### src/verilog/dsco_map.vh
// register map, field positions, factory defaults and timing constants of the distance switch block
`ifndef DSCO_MAP_VH
`define DSCO_MAP_VH

// ****************************************
// register byte offsets
// ****************************************
`define DSCO_ADR_CTRL 8'h00
`define DSCO_ADR_STATUS 8'h04
`define DSCO_ADR_DIST 8'h08
`define DSCO_ADR_LOOP_LO 8'h0c
`define DSCO_ADR_LOOP_HI 8'h10
`define DSCO_ADR_LOOP_CODE 8'h14
// channel n (0..2) sits at (n + 1) * 0x20, field index in address bits [4:2]
`define DSCO_CH_SHIFT 5
`define DSCO_FLD_ACT 3'h0
`define DSCO_FLD_INACT 3'h1
`define DSCO_FLD_HYST 3'h2
`define DSCO_FLD_POL 3'h3
`define DSCO_FLD_DELAY 3'h4
`define DSCO_FLD_RELEASE 3'h5

// ****************************************
// field positions
// ****************************************
`define DSCO_CTRL_FACTORY 0
`define DSCO_POL_SINK 0
`define DSCO_STAT_PIN_LSB 4

// ****************************************
// factory defaults
// ****************************************
`define DSCO_DEF_ACT 16'h01f4
`define DSCO_DEF_INACT 16'hffff
`define DSCO_DEF_HYST 16'h000a
`define DSCO_DEF_POL 1'b0
`define DSCO_DEF_DELAY 16'h0000
`define DSCO_DEF_RELEASE 16'h0000
`define DSCO_DEF_LOOP_LO 16'h0000
`define DSCO_DEF_LOOP_HI 16'h2710

// ****************************************
// timing
// ****************************************
`define DSCO_CLK_KHZ 250000
`define DSCO_TICK_MS 1

`endif

### src/verilog/dsco_switch_chan.v
// one switching output channel: window compare with hysteresis, ms qualification and polarity
`timescale 1ns/1ps
module dsco_switch_chan #(
  parameter DW = 16,
  parameter TW = 16
) (
  // clock and reset
  input wire mclk_i,
  input wire srst_i,
  input wire tick_i,
  // measurement
  input wire [DW-1:0] dist_i,
  // configuration
  input wire [DW-1:0] act_i,
  input wire [DW-1:0] inact_i,
  input wire [DW-1:0] hyst_i,
  input wire sink_i,
  input wire [TW-1:0] delay_i,
  input wire [TW-1:0] release_i,
  // outputs
  output reg active_o,
  output reg pin_o
);

  // ****************************************
  // thresholds
  // ****************************************
  wire [DW:0] hi_sum;
  wire [DW-1:0] lo_th;
  wire [DW-1:0] hi_th;
  wire want;
  reg [TW-1:0] cnt_reg;
  wire [TW-1:0] limit;

  // an active output widens its window so a jittering target does not chatter
  assign hi_sum = {1'b0, inact_i} + {1'b0, hyst_i};
  assign lo_th = !active_o ? act_i : (act_i > hyst_i ? act_i - hyst_i : {DW{1'b0}});
  assign hi_th = !active_o ? inact_i : (hi_sum[DW] ? {DW{1'b1}} : hi_sum[DW-1:0]);
  // active from the activation point up to the deactivation point
  assign want = (dist_i >= lo_th) && (dist_i < hi_th);
  assign limit = want ? delay_i : release_i;

  // ****************************************
  // qualification
  // ****************************************
  always @(posedge mclk_i) begin
    if (srst_i) begin
      cnt_reg <= {TW{1'b0}};
      active_o <= 1'b0;
      pin_o <= 1'b0;
    end else begin
      if (want == active_o) begin
        cnt_reg <= {TW{1'b0}};
      end else if (cnt_reg >= limit) begin
        active_o <= want;
        cnt_reg <= {TW{1'b0}};
      end else if (tick_i) begin
        cnt_reg <= cnt_reg + 1'b1;
      end
      // sourcing drives high when active, sinking drives low when active
      pin_o <= active_o ^ sink_i;
    end
  end

endmodule

### src/verilog/dsco_top.v
// distance switch block: wishbone registers, 4-20 mA loop code and three switching outputs
`timescale 1ns/1ps
`include "dsco_map.vh"
module dsco_top #(
  parameter DW = 16,
  parameter TW = 16,
  parameter NCH = 3,
  parameter CLK_PER_MS = `DSCO_CLK_KHZ * `DSCO_TICK_MS,
  parameter [15:0] CODE_4MA = 16'h3333,
  parameter [15:0] CODE_20MA = 16'hffff
) (
  // clock and reset
  input wire mclk_i,
  input wire srst_i,
  // wishbone slave
  input wire wb_cyc_i,
  input wire wb_stb_i,
  input wire wb_we_i,
  input wire [7:0] wb_adr_i,
  input wire [31:0] wb_dat_i,
  input wire [3:0] wb_sel_i,
  output reg [31:0] wb_dat_o,
  output reg wb_ack_o,
  // measurement from the distance pipeline
  input wire [DW-1:0] dist_i,
  input wire dist_valid_i,
  // plc side
  output reg [15:0] loop_code_o,
  output wire [NCH-1:0] sw_pin_o
);

  // ****************************************
  // millisecond tick
  // ****************************************
  reg [31:0] div_reg;
  reg tick_reg;

  always @(posedge mclk_i) begin
    if (srst_i) begin
      div_reg <= 32'h0000_0000;
      tick_reg <= 1'b0;
    end else if (div_reg >= CLK_PER_MS - 1) begin
      div_reg <= 32'h0000_0000;
      tick_reg <= 1'b1;
    end else begin
      div_reg <= div_reg + 32'h0000_0001;
      tick_reg <= 1'b0;
    end
  end

  // ****************************************
  // measured distance
  // ****************************************
  reg [DW-1:0] dist_reg;

  always @(posedge mclk_i) begin
    if (srst_i) begin
      dist_reg <= {DW{1'b0}};
    end else if (dist_valid_i) begin
      dist_reg <= dist_i;
    end
  end

  // ****************************************
  // configuration store
  // ****************************************
  reg [DW-1:0] loop_lo_reg;
  reg [DW-1:0] loop_hi_reg;
  reg [DW-1:0] act_reg [0:NCH-1];
  reg [DW-1:0] inact_reg [0:NCH-1];
  reg [DW-1:0] hyst_reg [0:NCH-1];
  reg [NCH-1:0] sink_reg;
  reg [TW-1:0] delay_reg [0:NCH-1];
  reg [TW-1:0] release_reg [0:NCH-1];
  wire [NCH-1:0] active;

  // byte lane merge of a write into a 16-bit field
  function [15:0] wmerge;
    input [15:0] old;
    input [31:0] dat;
    input [3:0] sel;
    begin
      wmerge[7:0] = sel[0] ? dat[7:0] : old[7:0];
      wmerge[15:8] = sel[1] ? dat[15:8] : old[15:8];
    end
  endfunction

  // ****************************************
  // bus decode
  // ****************************************
  wire req;
  wire wr_go;
  wire [2:0] ch_sel;
  wire [2:0] fld;
  wire ch_hit;
  wire [1:0] ch;

  assign req = wb_cyc_i && wb_stb_i;
  // a write lands on the edge where the master sees ack
  assign wr_go = req && wb_ack_o && wb_we_i;
  assign ch_sel = wb_adr_i[7:`DSCO_CH_SHIFT];
  assign fld = wb_adr_i[4:2];
  assign ch_hit = (ch_sel != 3'h0) && ({2'b00, ch_sel} <= NCH) && (fld <= `DSCO_FLD_RELEASE)
    && (wb_adr_i[1:0] == 2'b00);
  assign ch = ch_hit ? ch_sel[1:0] - 2'b01 : 2'b00;

  integer i;

  always @(posedge mclk_i) begin
    if (srst_i || (wr_go && wb_adr_i == `DSCO_ADR_CTRL && wb_sel_i[0]
      && wb_dat_i[`DSCO_CTRL_FACTORY])) begin
      // power up and the settings reset command both restore factory values
      loop_lo_reg <= `DSCO_DEF_LOOP_LO;
      loop_hi_reg <= `DSCO_DEF_LOOP_HI;
      for (i = 0; i < NCH; i = i + 1) begin
        act_reg[i] <= `DSCO_DEF_ACT;
        inact_reg[i] <= `DSCO_DEF_INACT;
        hyst_reg[i] <= `DSCO_DEF_HYST;
        sink_reg[i] <= `DSCO_DEF_POL;
        delay_reg[i] <= `DSCO_DEF_DELAY;
        release_reg[i] <= `DSCO_DEF_RELEASE;
      end
    end else if (wr_go) begin
      // every write is live on the next edge, no separate commit step
      if (wb_adr_i == `DSCO_ADR_LOOP_LO) begin
        loop_lo_reg <= wmerge(loop_lo_reg, wb_dat_i, wb_sel_i);
      end
      if (wb_adr_i == `DSCO_ADR_LOOP_HI) begin
        loop_hi_reg <= wmerge(loop_hi_reg, wb_dat_i, wb_sel_i);
      end
      if (ch_hit) begin
        case (fld)
          `DSCO_FLD_ACT: begin
            act_reg[ch] <= wmerge(act_reg[ch], wb_dat_i, wb_sel_i);
          end
          `DSCO_FLD_INACT: begin
            inact_reg[ch] <= wmerge(inact_reg[ch], wb_dat_i, wb_sel_i);
          end
          `DSCO_FLD_HYST: begin
            hyst_reg[ch] <= wmerge(hyst_reg[ch], wb_dat_i, wb_sel_i);
          end
          `DSCO_FLD_POL: begin
            if (wb_sel_i[0]) begin
              sink_reg[ch] <= wb_dat_i[`DSCO_POL_SINK];
            end
          end
          `DSCO_FLD_DELAY: begin
            delay_reg[ch] <= wmerge(delay_reg[ch], wb_dat_i, wb_sel_i);
          end
          `DSCO_FLD_RELEASE: begin
            release_reg[ch] <= wmerge(release_reg[ch], wb_dat_i, wb_sel_i);
          end
          default: begin
          end
        endcase
      end
    end
  end

  // ****************************************
  // read mux
  // ****************************************
  reg [31:0] rd_next;

  always @* begin
    rd_next = 32'h0000_0000;
    if (ch_hit) begin
      case (fld)
        `DSCO_FLD_ACT: rd_next[DW-1:0] = act_reg[ch];
        `DSCO_FLD_INACT: rd_next[DW-1:0] = inact_reg[ch];
        `DSCO_FLD_HYST: rd_next[DW-1:0] = hyst_reg[ch];
        `DSCO_FLD_POL: rd_next[`DSCO_POL_SINK] = sink_reg[ch];
        `DSCO_FLD_DELAY: rd_next[TW-1:0] = delay_reg[ch];
        `DSCO_FLD_RELEASE: rd_next[TW-1:0] = release_reg[ch];
        default: rd_next = 32'h0000_0000;
      endcase
    end else begin
      case (wb_adr_i)
        `DSCO_ADR_STATUS: begin
          rd_next[NCH-1:0] = active;
          rd_next[`DSCO_STAT_PIN_LSB+NCH-1:`DSCO_STAT_PIN_LSB] = sw_pin_o;
        end
        `DSCO_ADR_DIST: rd_next[DW-1:0] = dist_reg;
        `DSCO_ADR_LOOP_LO: rd_next[DW-1:0] = loop_lo_reg;
        `DSCO_ADR_LOOP_HI: rd_next[DW-1:0] = loop_hi_reg;
        `DSCO_ADR_LOOP_CODE: rd_next[15:0] = loop_code_o;
        default: rd_next = 32'h0000_0000;
      endcase
    end
  end

  // ****************************************
  // wishbone answer
  // ****************************************
  // unmapped offsets are acked and read as zero, so a stray access never hangs the bus
  always @(posedge mclk_i) begin
    if (srst_i) begin
      wb_ack_o <= 1'b0;
      wb_dat_o <= 32'h0000_0000;
    end else begin
      wb_ack_o <= req && !wb_ack_o;
      if (req && !wb_ack_o) begin
        wb_dat_o <= wb_we_i ? 32'h0000_0000 : rd_next;
      end
    end
  end

  // ****************************************
  // loop current interpolation
  // ****************************************
  localparam ST_IDLE = 1'b0;
  localparam ST_DIV = 1'b1;

  reg st_reg;
  reg [5:0] bit_reg;
  reg [31:0] num_reg;
  reg [DW:0] rem_reg;
  reg [31:0] quo_reg;
  reg [DW-1:0] span_reg;
  reg cdir_reg;
  wire up;
  wire [DW-1:0] span;
  wire [DW-1:0] off;
  wire below;
  wire [15:0] crng;
  wire cdir;
  wire [DW:0] rem_sh;
  wire [15:0] q16;
  reg done_reg;
  wire [15:0] interp;

  // the span may run either way, 4 mA at the far or the near distance
  assign up = loop_hi_reg >= loop_lo_reg;
  assign span = up ? loop_hi_reg - loop_lo_reg : loop_lo_reg - loop_hi_reg;
  assign below = up ? (dist_reg <= loop_lo_reg) : (dist_reg >= loop_lo_reg);
  assign off = up ? dist_reg - loop_lo_reg : loop_lo_reg - dist_reg;
  assign cdir = CODE_20MA >= CODE_4MA;
  assign crng = cdir ? CODE_20MA - CODE_4MA : CODE_4MA - CODE_20MA;
  assign rem_sh = {rem_reg[DW-1:0], num_reg[31]};
  assign q16 = quo_reg[15:0];

  // one restoring division per pass; the code refreshes every few dozen cycles
  always @(posedge mclk_i) begin
    if (srst_i) begin
      st_reg <= ST_IDLE;
      bit_reg <= 6'h00;
      num_reg <= 32'h0000_0000;
      rem_reg <= {(DW+1){1'b0}};
      quo_reg <= 32'h0000_0000;
      span_reg <= {DW{1'b0}};
      cdir_reg <= 1'b0;
      loop_code_o <= CODE_4MA;
    end else begin
      // the interpolated value is published one cycle after the last quotient bit; a clamp below wins
      if (done_reg) begin
        loop_code_o <= interp;
      end
      case (st_reg)
        ST_IDLE: begin
          if (below || span == {DW{1'b0}}) begin
            loop_code_o <= CODE_4MA;
          end else if (off >= span) begin
            loop_code_o <= CODE_20MA;
          end else begin
            num_reg <= off * crng;
            span_reg <= span;
            cdir_reg <= cdir;
            rem_reg <= {(DW+1){1'b0}};
            quo_reg <= 32'h0000_0000;
            bit_reg <= 6'h00;
            st_reg <= ST_DIV;
          end
        end
        ST_DIV: begin
          num_reg <= {num_reg[30:0], 1'b0};
          if (rem_sh >= {1'b0, span_reg}) begin
            rem_reg <= rem_sh - {1'b0, span_reg};
            quo_reg <= {quo_reg[30:0], 1'b1};
          end else begin
            rem_reg <= rem_sh;
            quo_reg <= {quo_reg[30:0], 1'b0};
          end
          bit_reg <= bit_reg + 6'h01;
          if (bit_reg == 6'h1f) begin
            st_reg <= ST_IDLE;
          end
        end
        default: begin
          st_reg <= ST_IDLE;
        end
      endcase
      if (st_reg == ST_IDLE && bit_reg == 6'h20) begin
        bit_reg <= 6'h00;
      end
    end
  end

  // ****************************************
  // loop code update at end of division
  // ****************************************
  // quotient is below the code range, so the sum never wraps
  assign interp = cdir_reg ? CODE_4MA + q16 : CODE_4MA - q16;

  always @(posedge mclk_i) begin
    if (srst_i) begin
      done_reg <= 1'b0;
    end else begin
      done_reg <= (st_reg == ST_DIV) && (bit_reg == 6'h1f);
    end
  end

  // ****************************************
  // switching channels
  // ****************************************
  // the full-range deactivation default gives single point use out of reset
  genvar g;
  generate
    for (g = 0; g < NCH; g = g + 1) begin : g_ch
      dsco_switch_chan #(
        .DW(DW),
        .TW(TW)
      ) u_chan (
        .mclk_i(mclk_i),
        .srst_i(srst_i),
        .tick_i(tick_reg),
        .dist_i(dist_reg),
        .act_i(act_reg[g]),
        .inact_i(inact_reg[g]),
        .hyst_i(hyst_reg[g]),
        .sink_i(sink_reg[g]),
        .delay_i(delay_reg[g]),
        .release_i(release_reg[g]),
        .active_o(active[g]),
        .pin_o(sw_pin_o[g])
      );
    end
  endgenerate

endmodule

### config.mk
export PLATFORM = sky130hd
export DESIGN_NAME = dsco_top
export DESIGN_NICKNAME = d
export VERILOG_FILES = /design/src/verilog/dsco_switch_chan.v /design/src/verilog/dsco_top.v
export VERILOG_INCLUDE_DIRS = /design/src /design/src/verilog
export SDC_FILE = /design/constraint.sdc
export NUM_CORES = 2
export LEC_CHECK = 0
export ABC_AREA = 1
export BUFFER_PORTS_ARGS = -buffer_cell sky130_fd_sc_hd__buf_4
export CAP_MARGIN = 0
export CORE_MARGIN = 5
export CORE_UTILIZATION = 50
export DETAILED_ROUTE_END_ITERATION = 8
export GPL_TIMING_DRIVEN = 0
export PLACE_DENSITY = 0.69
export SETUP_SLACK_MARGIN = 0.15
export SLEW_MARGIN = 20
export SYNTH_ARGS = -nofsm -noshare
export SYNTH_HDL_FRONTEND = slang
export SYNTH_HIERARCHICAL = 1
export SYNTH_SLANG_ARGS = --single-unit
### constraint.sdc
create_clock -name mclk_i -period 7.9 [get_ports mclk_i]
set_clock_uncertainty 0.2 [all_clocks]
set_input_delay 0.79 -clock mclk_i [delete_from_list [all_inputs] [get_ports mclk_i]]
set_output_delay 0.79 -clock mclk_i [all_outputs]
set_load 0.02 [all_outputs]
=== Word-level counts from Yosys, hierarchy flattened ===
Memories as Yosys holds them, arrays and structs flattened.
Index checks and enable logic that the tools add are counted.

* Add/subtract/negate cells: 19
* Multipliers: 1
* Order comparisons: 22
* Eq/ne operators: 17
* Multiplexer cells: 108
* Bitwise gates (word level): 9
* Reduce and logical (&&, ||, !) cells: 44

{| class="wikitable"
|+ Operators with widths
! operator !! number
|-
| 16-bit two-way mux || 33
|-
| 16-bit >= comparator || 9
|-
| 16-bit subtractor || 8
|-
| 32-bit two-way mux || 3
|-
| 8-bit two-way mux || 10
|-
| 16-bit OR reduction || 5
|-
| 15-bit one-hot mux with 5 select lines || 1
|-
| 16-bit one-hot mux with 2 select lines || 2
|-
| 32-bit one-hot mux with 2 select lines || 1
|-
| 16-bit by 16-bit adder with 17-bit output || 3
|-
| 16-bit by 1-bit adder with 16-bit output (second input constant) || 3
|-
| 16-bit > comparator || 3
|-
| 16-bit < comparator || 3
|-
| 1-bit two-way mux || 40
|-
| 9-bit one-hot mux with 4 select lines || 1
|-
| 32-bit by 1-bit adder with 32-bit output (second input constant) || 1
|-
| 32-bit by 18-bit >= comparator with 1-bit output (second input constant) || 1
|-
| 16-bit by 14-bit multiplier with 30-bit output (second input constant) || 1
|-
| 3-bit one-hot mux with 5 select lines || 2
|-
| 17-bit by 16-bit >= comparator with 1-bit output || 1
|-
| 14-bit by 16-bit adder with 16-bit output (first input constant) || 1
|-
| 8-bit by 4-bit equality test with 1-bit output (second input constant) || 2
|-
| 8-bit by 5-bit equality test with 1-bit output (second input constant) || 2
|-
| 16-bit less-or-equal comparator || 1
|-
| other kinds (39) || 83
|}

* Register bits after elaboration: 276
* Bits in writable memories: 240
* Bits of input ports: 66
* Logic and storage cells: 253
* Memories kept: 5

{| class="wikitable"
|+ Memories
! memory !! depth !! width !! rd ports !! clocked after Yosys merged registers in !! wr ports !! line !! text
|-
| act_reg || 3 || 16 || 4 || 0 || 3 || dsco_top.v:69 || <nowiki>reg [DW-1:0] act_reg [0:NCH-1];</nowiki>
|-
| delay_reg || 3 || 16 || 4 || 0 || 3 || dsco_top.v:73 || <nowiki>reg [TW-1:0] delay_reg [0:NCH-1];</nowiki>
|-
| hyst_reg || 3 || 16 || 4 || 0 || 3 || dsco_top.v:71 || <nowiki>reg [DW-1:0] hyst_reg [0:NCH-1];</nowiki>
|-
| inact_reg || 3 || 16 || 4 || 0 || 3 || dsco_top.v:70 || <nowiki>reg [DW-1:0] inact_reg [0:NCH-1];</nowiki>
|-
| release_reg || 3 || 16 || 4 || 0 || 3 || dsco_top.v:74 || <nowiki>reg [TW-1:0] release_reg [0:NCH-1];</nowiki>
|}

=== Longest topological paths before layout ===
* Depth after elaboration: 11
* Gate-level depth with buffers: 43

=== Hierarchy ===
Netlist, hierarchy kept.

{| class="wikitable"
|+ By module, submodules not included
! module !! times used !! cells an instance !! area an instance (um^2) !! seq. area each (um^2)
|-
| dsco_top || 1 || 3819 || 31929.4 || 13693.1
|-
| dsco_switch_chan (g_ch[2].u_chan) || 1 || 622 || 3927.5 || 360.3
|-
| dsco_switch_chan (g_ch[1].u_chan) || 1 || 611 || 3873.7 || 360.3
|-
| dsco_switch_chan (g_ch[0].u_chan) || 1 || 592 || 3831.2 || 360.3
|}

=== Worst setup path after synthesis ===
No wires, ideal clock.

* Path type: register to register
* From: register loop_lo_reg[1]
* To: register num_reg[23]
* Library setup time: 0.132 ns
* Arrival time: 7.131 ns
* Data required time: 7.568 ns
* Setup slack: 0.437 ns
* Cell stages (with the launch flop): 38
* Period minus slack after synthesis: 7.463 ns
* Cells stage by stage: dfxtp_1 -> inv_1 -> fa_1 -> nand3_1 -> nand3_2 -> nand2_1 -> nand3_2 -> nand2_2 -> nand2_4 -> buf_8 -> buf_8 -> buf_8 -> buf_2 -> nand2_1 -> o221ai_1 -> a2bb2oi_1 -> xor2_1 -> inv_1 -> [2 not listed] -> fa_1 -> inv_1 -> fa_1 -> inv_1 -> fa_1 -> ha_1 -> ha_1 -> a21oi_1 -> inv_1 -> a21oi_1 -> o21ai_0 -> a21oi_1 -> nand2_1 -> or2_2 -> nand3_1 -> nand2_1 -> nand2_1 -> a21oi_1

* Word-level cells in the longest chain between the ends: 6
* Elaborated cells between the ends (all ways): 20
* Classes of those cells: add/sub (4); mul (1); order compare (4); eq/ne (2); mux (6); reduce/logical (3)

{| class="wikitable"
|+ Ends and longest elaborated chain
! item !! line !! text
|-
| from (decl) || dsco_top.v:67 || <nowiki>reg [DW-1:0] loop_lo_reg;</nowiki>
|-
| from (signal assigned) || dsco_top.v:113 || <nowiki>loop_lo_reg <= `DSCO_DEF_LOOP_LO;</nowiki>
|-
| from (signal assigned) || dsco_top.v:126 || <nowiki>loop_lo_reg <= wmerge(loop_lo_reg, wb_dat_i, wb_sel_i);</nowiki>
|-
| 16-bit subtractor (tied with other cells) || dsco_top.v:236 || <nowiki>assign off = up ? dist_reg - loop_lo_reg : loop_lo_reg - dist_reg;</nowiki>
|-
| 16-bit two-way mux (on tied branches) || dsco_top.v:236, dsco_top.v:234 ||
|-
| 16-bit by 14-bit multiplier with 30-bit output / 16-bit logical NOT (equally long branches) || dsco_top.v:265, dsco_top.v:260 ||
|-
| 32-bit two-way mux / 1-bit logical OR (equally long branches) || dsco_top.v:262, dsco_top.v:260 ||
|-
| 32-bit two-way mux / 2-bit inequality test (equally long branches) || - ||
|-
| 32-bit one-hot mux with 2 select lines / 2-bit AND reduction (equally long branches) || - ||
|-
| to (signal assigned) || dsco_top.v:265 || <nowiki>num_reg <= off * crng;</nowiki>
|-
| to (signal assigned) || dsco_top.v:275 || <nowiki>num_reg <= {num_reg[30:0], 1'b0};</nowiki>
|-
| to (decl) || dsco_top.v:216 || <nowiki>reg [31:0] num_reg;</nowiki>
|}

Parallel ways exist; a longest one is shown, timed or not. The select of a mux whose other input is x is not followed.
A chain may end at the register's enable or synchronous reset.

=== Worst setup path after layout ===
* From: register loop_lo_reg[0]
* To: register num_reg[26]

The elaborated chain is that of the path after synthesis.

==> flow_metrics.env <==
export IMPL_outcome="complete, no violations"
export IMPL_vias=41675
export IMPL_stdcell_count=7098
export IMPL_finalCriticalPeriod_ps=7590
export IMPL_rsz0062_at_grt="false"
export IMPL_synth_common_cells="1,216 x nand2_1, 795 x inv_1, 543 x a21oi_1"
export IMPL_holdWs_ps=209
export IMPL_synthFlopType="edfxtp_1"
export IMPL_clock_sinks=578
export IMPL_via_per_inst=5.87
export IMPL_slew_headroom_pct=18.7
export IMPL_p_leak_nw=22.2
export IMPL_post_route_drc_count=0
export IMPL_setup_slack_ps=313
export IMPL_clock_path_buffers=3
export IMPL_vdd_drop_max_v=0.00190
export IMPL_synth_edff_count=320
export IMPL_critPathLaunchType="flop"
export IMPL_criticalPathCategory="flop to flop"
export IMPL_antenna_found_initial=10
export IMPL_setup_viol=0
export IMPL_grt_pass1_vias=38595
export IMPL_h_tree_depth=3
export IMPL_root_buffer="clkbuf_16"
export IMPL_yosys_cell_types_count=69
export IMPL_async_reset_ff_share_pct=0
export IMPL_critical_path_max_stage_delay_ps=470
export IMPL_fin_crit_sh_pct=96.0
export IMPL_num_rows=108
export IMPL_wirelength_mm=168
export IMPL_synth_ff_latch_count=578
export IMPL_fin_setup_tns_ps=0
export IMPL_fin_util_pct=57.3
export IMPL_clock_fmax_ghz=0.132
export IMPL_cp_end_kind="flop"
export IMPL_drive_gt1_share_pct=9.86
export IMPL_start_util_pct=50.3
export IMPL_dieHeight_um=305
export IMPL_cts_inserted_buffers=67
export IMPL_dr_pass1_iters=6
export IMPL_avgSynthCellArea_sq_um=7.72
export IMPL_crit_fanout=10
export IMPL_cp_common_cell="ha_4"
export IMPL_grt_max_degree=17
export IMPL_mappedNetlistArea_sq_um=43600
export IMPL_syn2layout_area_growth_pct=14.0
export IMPL_slew_viol_final=0
export IMPL_dp_hpwl_mm=133
export IMPL_place_ws_ps=-1060
export IMPL_grt_pass1_wl_mm=242
export IMPL_coreArea_sq_um=86600
export IMPL_clk_latency_ps=650
export IMPL_numPortBuffers=80
export IMPL_powerDensity_nw_per_um2=438
export IMPL_tightest_slew_ps=1220
export IMPL_place_inst=6914
export IMPL_wl_per_cell_um=23.6
export IMPL_cap_violations=0
export IMPL_gr_total_overflow=0
export IMPL_ys_seq_area_share_pct=33.9
export IMPL_cp_data_arrival_time_ps=7940
export IMPL_final_nets=6484
export IMPL_yosysWarnings=6
export IMPL_hold_viol=0
export IMPL_worstPathRequired_ps=8250
export IMPL_synth_area_top_cells="edfxtp_1 22%, ha_1 13%, dfxtp_1 12%"
export IMPL_die_w_um=305
export IMPL_antenna_left=0
export IMPL_grt_total_usage_pct=34.3
export IMPL_drt_initial_drc_count=4997
export IMPL_syn_inst=5644
export IMPL_yosysMostFrequentCell="nand2_1"
export IMPL_cts_tree="yes"
export IMPL_die_area_sq_um=93100
export IMPL_critPathSlowestCell="fa_1"
export IMPL_cts_clk_slew_worst_paths_ps=60
export IMPL_io_pins=118
export IMPL_synth_top_area_share_pct=22.1
export IMPL_yosys_area_top_type="edfxtp_1"
export IMPL_gp_congestion=1.04
export IMPL_min_path_type="primary input to flop"
-- layout by cell type, fill, tap and decap left out, types with 13 or more instances in the layout --
master     count
nand2_1     1202
o21ai_0      252
nor2_2        40
o22ai_1       58
clkinv_1      16
buf_2         27
a21oi_1      532
o311ai_0      15
o21a_1        13
dfxtp_2       18
a21oi_2       15
nand4_1       52
inv_2         21
nand3b_1      15
buf_6         17
fa_1          72
a211oi_1      29
o211ai_1      27
clkbuf_1     129
edfxtp_1     320
clkbuf_16     68
inv_1        773
nand2_2       37
ha_4          35
buf_4        151
ha_1         423
a22oi_1      109
xor2_1       122
xnor2_1       45
dfxtp_1      230
nor3_1        64
a31oi_1       19
nand3_1      213
o21bai_1      14
nor2_1       459
conb_1        30
o21ai_1       20
-- routing by layer --
metal | up-vias | global-route usage (%) | routed length, um
met1 | 19601 | 46.7 | 68000
met2 | 2179 | 51.2 | 70800
met3 | 481 | 7.80 | 17900
li1 | 19404 | - | -
met5 | - | 0 | 67
met4 | 10 | 17.8 | 11000
-- layout make-up --
cell class / count / area, sq um
Buffer: 188 / 937
Multi-Input combinational cell: 4099 / 26000
Clock buffer: 86 / 1810
Tap cell: 1155 / 1450
Antenna cell: 7 / 17.5
Clock inverter: 36 / 435
Sequential cell: 578 / 14800
Timing Repair Buffer: 142 / 1140
Inverter: 807 / 3050
Fill cell: 8040 / 37000
-- logic make-up after synthesis --
| group | synth area share [%] |
|---|---|
| and+or+nand+nor | 20.7 |
| DFF | 33.9 |
| adders and majority gates | 16.6 |
| xor gates and xnor gates | 3.56 |
| other | 0.00861 |
| muxes | 0.0689 |
| AOI/OAI and AO/OA | 16.0 |
| buffers and inverters | 9.08 |
-- critical path, delay by kind of cell (launching register included) --
kind	cells	cell delay, ps
AOI/OAI and AO/OA	8	1520
xor gates and xnor gates	1	260
adders and majority gates	9	2970
buffers and inverters	8	960
DFF	1	400
and+or+nand+nor	13	1150
-- per-stage QoR --
step	instance area, sq um	power, mW
2_1_floorplan	43700	11.7
3_3_place_gp	45700	14.5
3_5_place_dp	45800	14.6
4_1_cts	48700	18.8
5_1_grt	49600	23.4
6_report	49700	21.8
-- where the power goes --
part	total (mW)	switching [mW]	leakage (nW)	internal, mW
sequential	3.48	0.162	5.06	3.32
clock	3.17	1.37	1.08	1.79
combinational	15.1	9.03	16.1	6.08
total	21.8	10.6	22.2	11.2
-- path summary, 6_finish.rpt --
| kind | startpoint | to | slack [ps] | cells after the start |
|---|---|---|---|---|
| max | loop_lo_reg[0] | num_reg[26] | 310 | 39 |
| min | dist_i[15] | dist_reg[15] | 210 | 3 |
| max reg2reg | loop_lo_reg[0] | num_reg[26] | 310 | 39 |
| min reg2reg | div_reg[17] | div_reg[17] | 240 | 2 |
-- what timing repair did --
| action | in CTS | in global routing |
|---|---|---|
| hold buffers | 0 | 0 |
| pin swaps | 11 | 48 |
| buffers inserted | 27 | 29 |
| gates resized for setup | 95 | 149 |
| endpoints found under the setup margin | 18 | 17 |
Power figures use the tool's default switching activity.
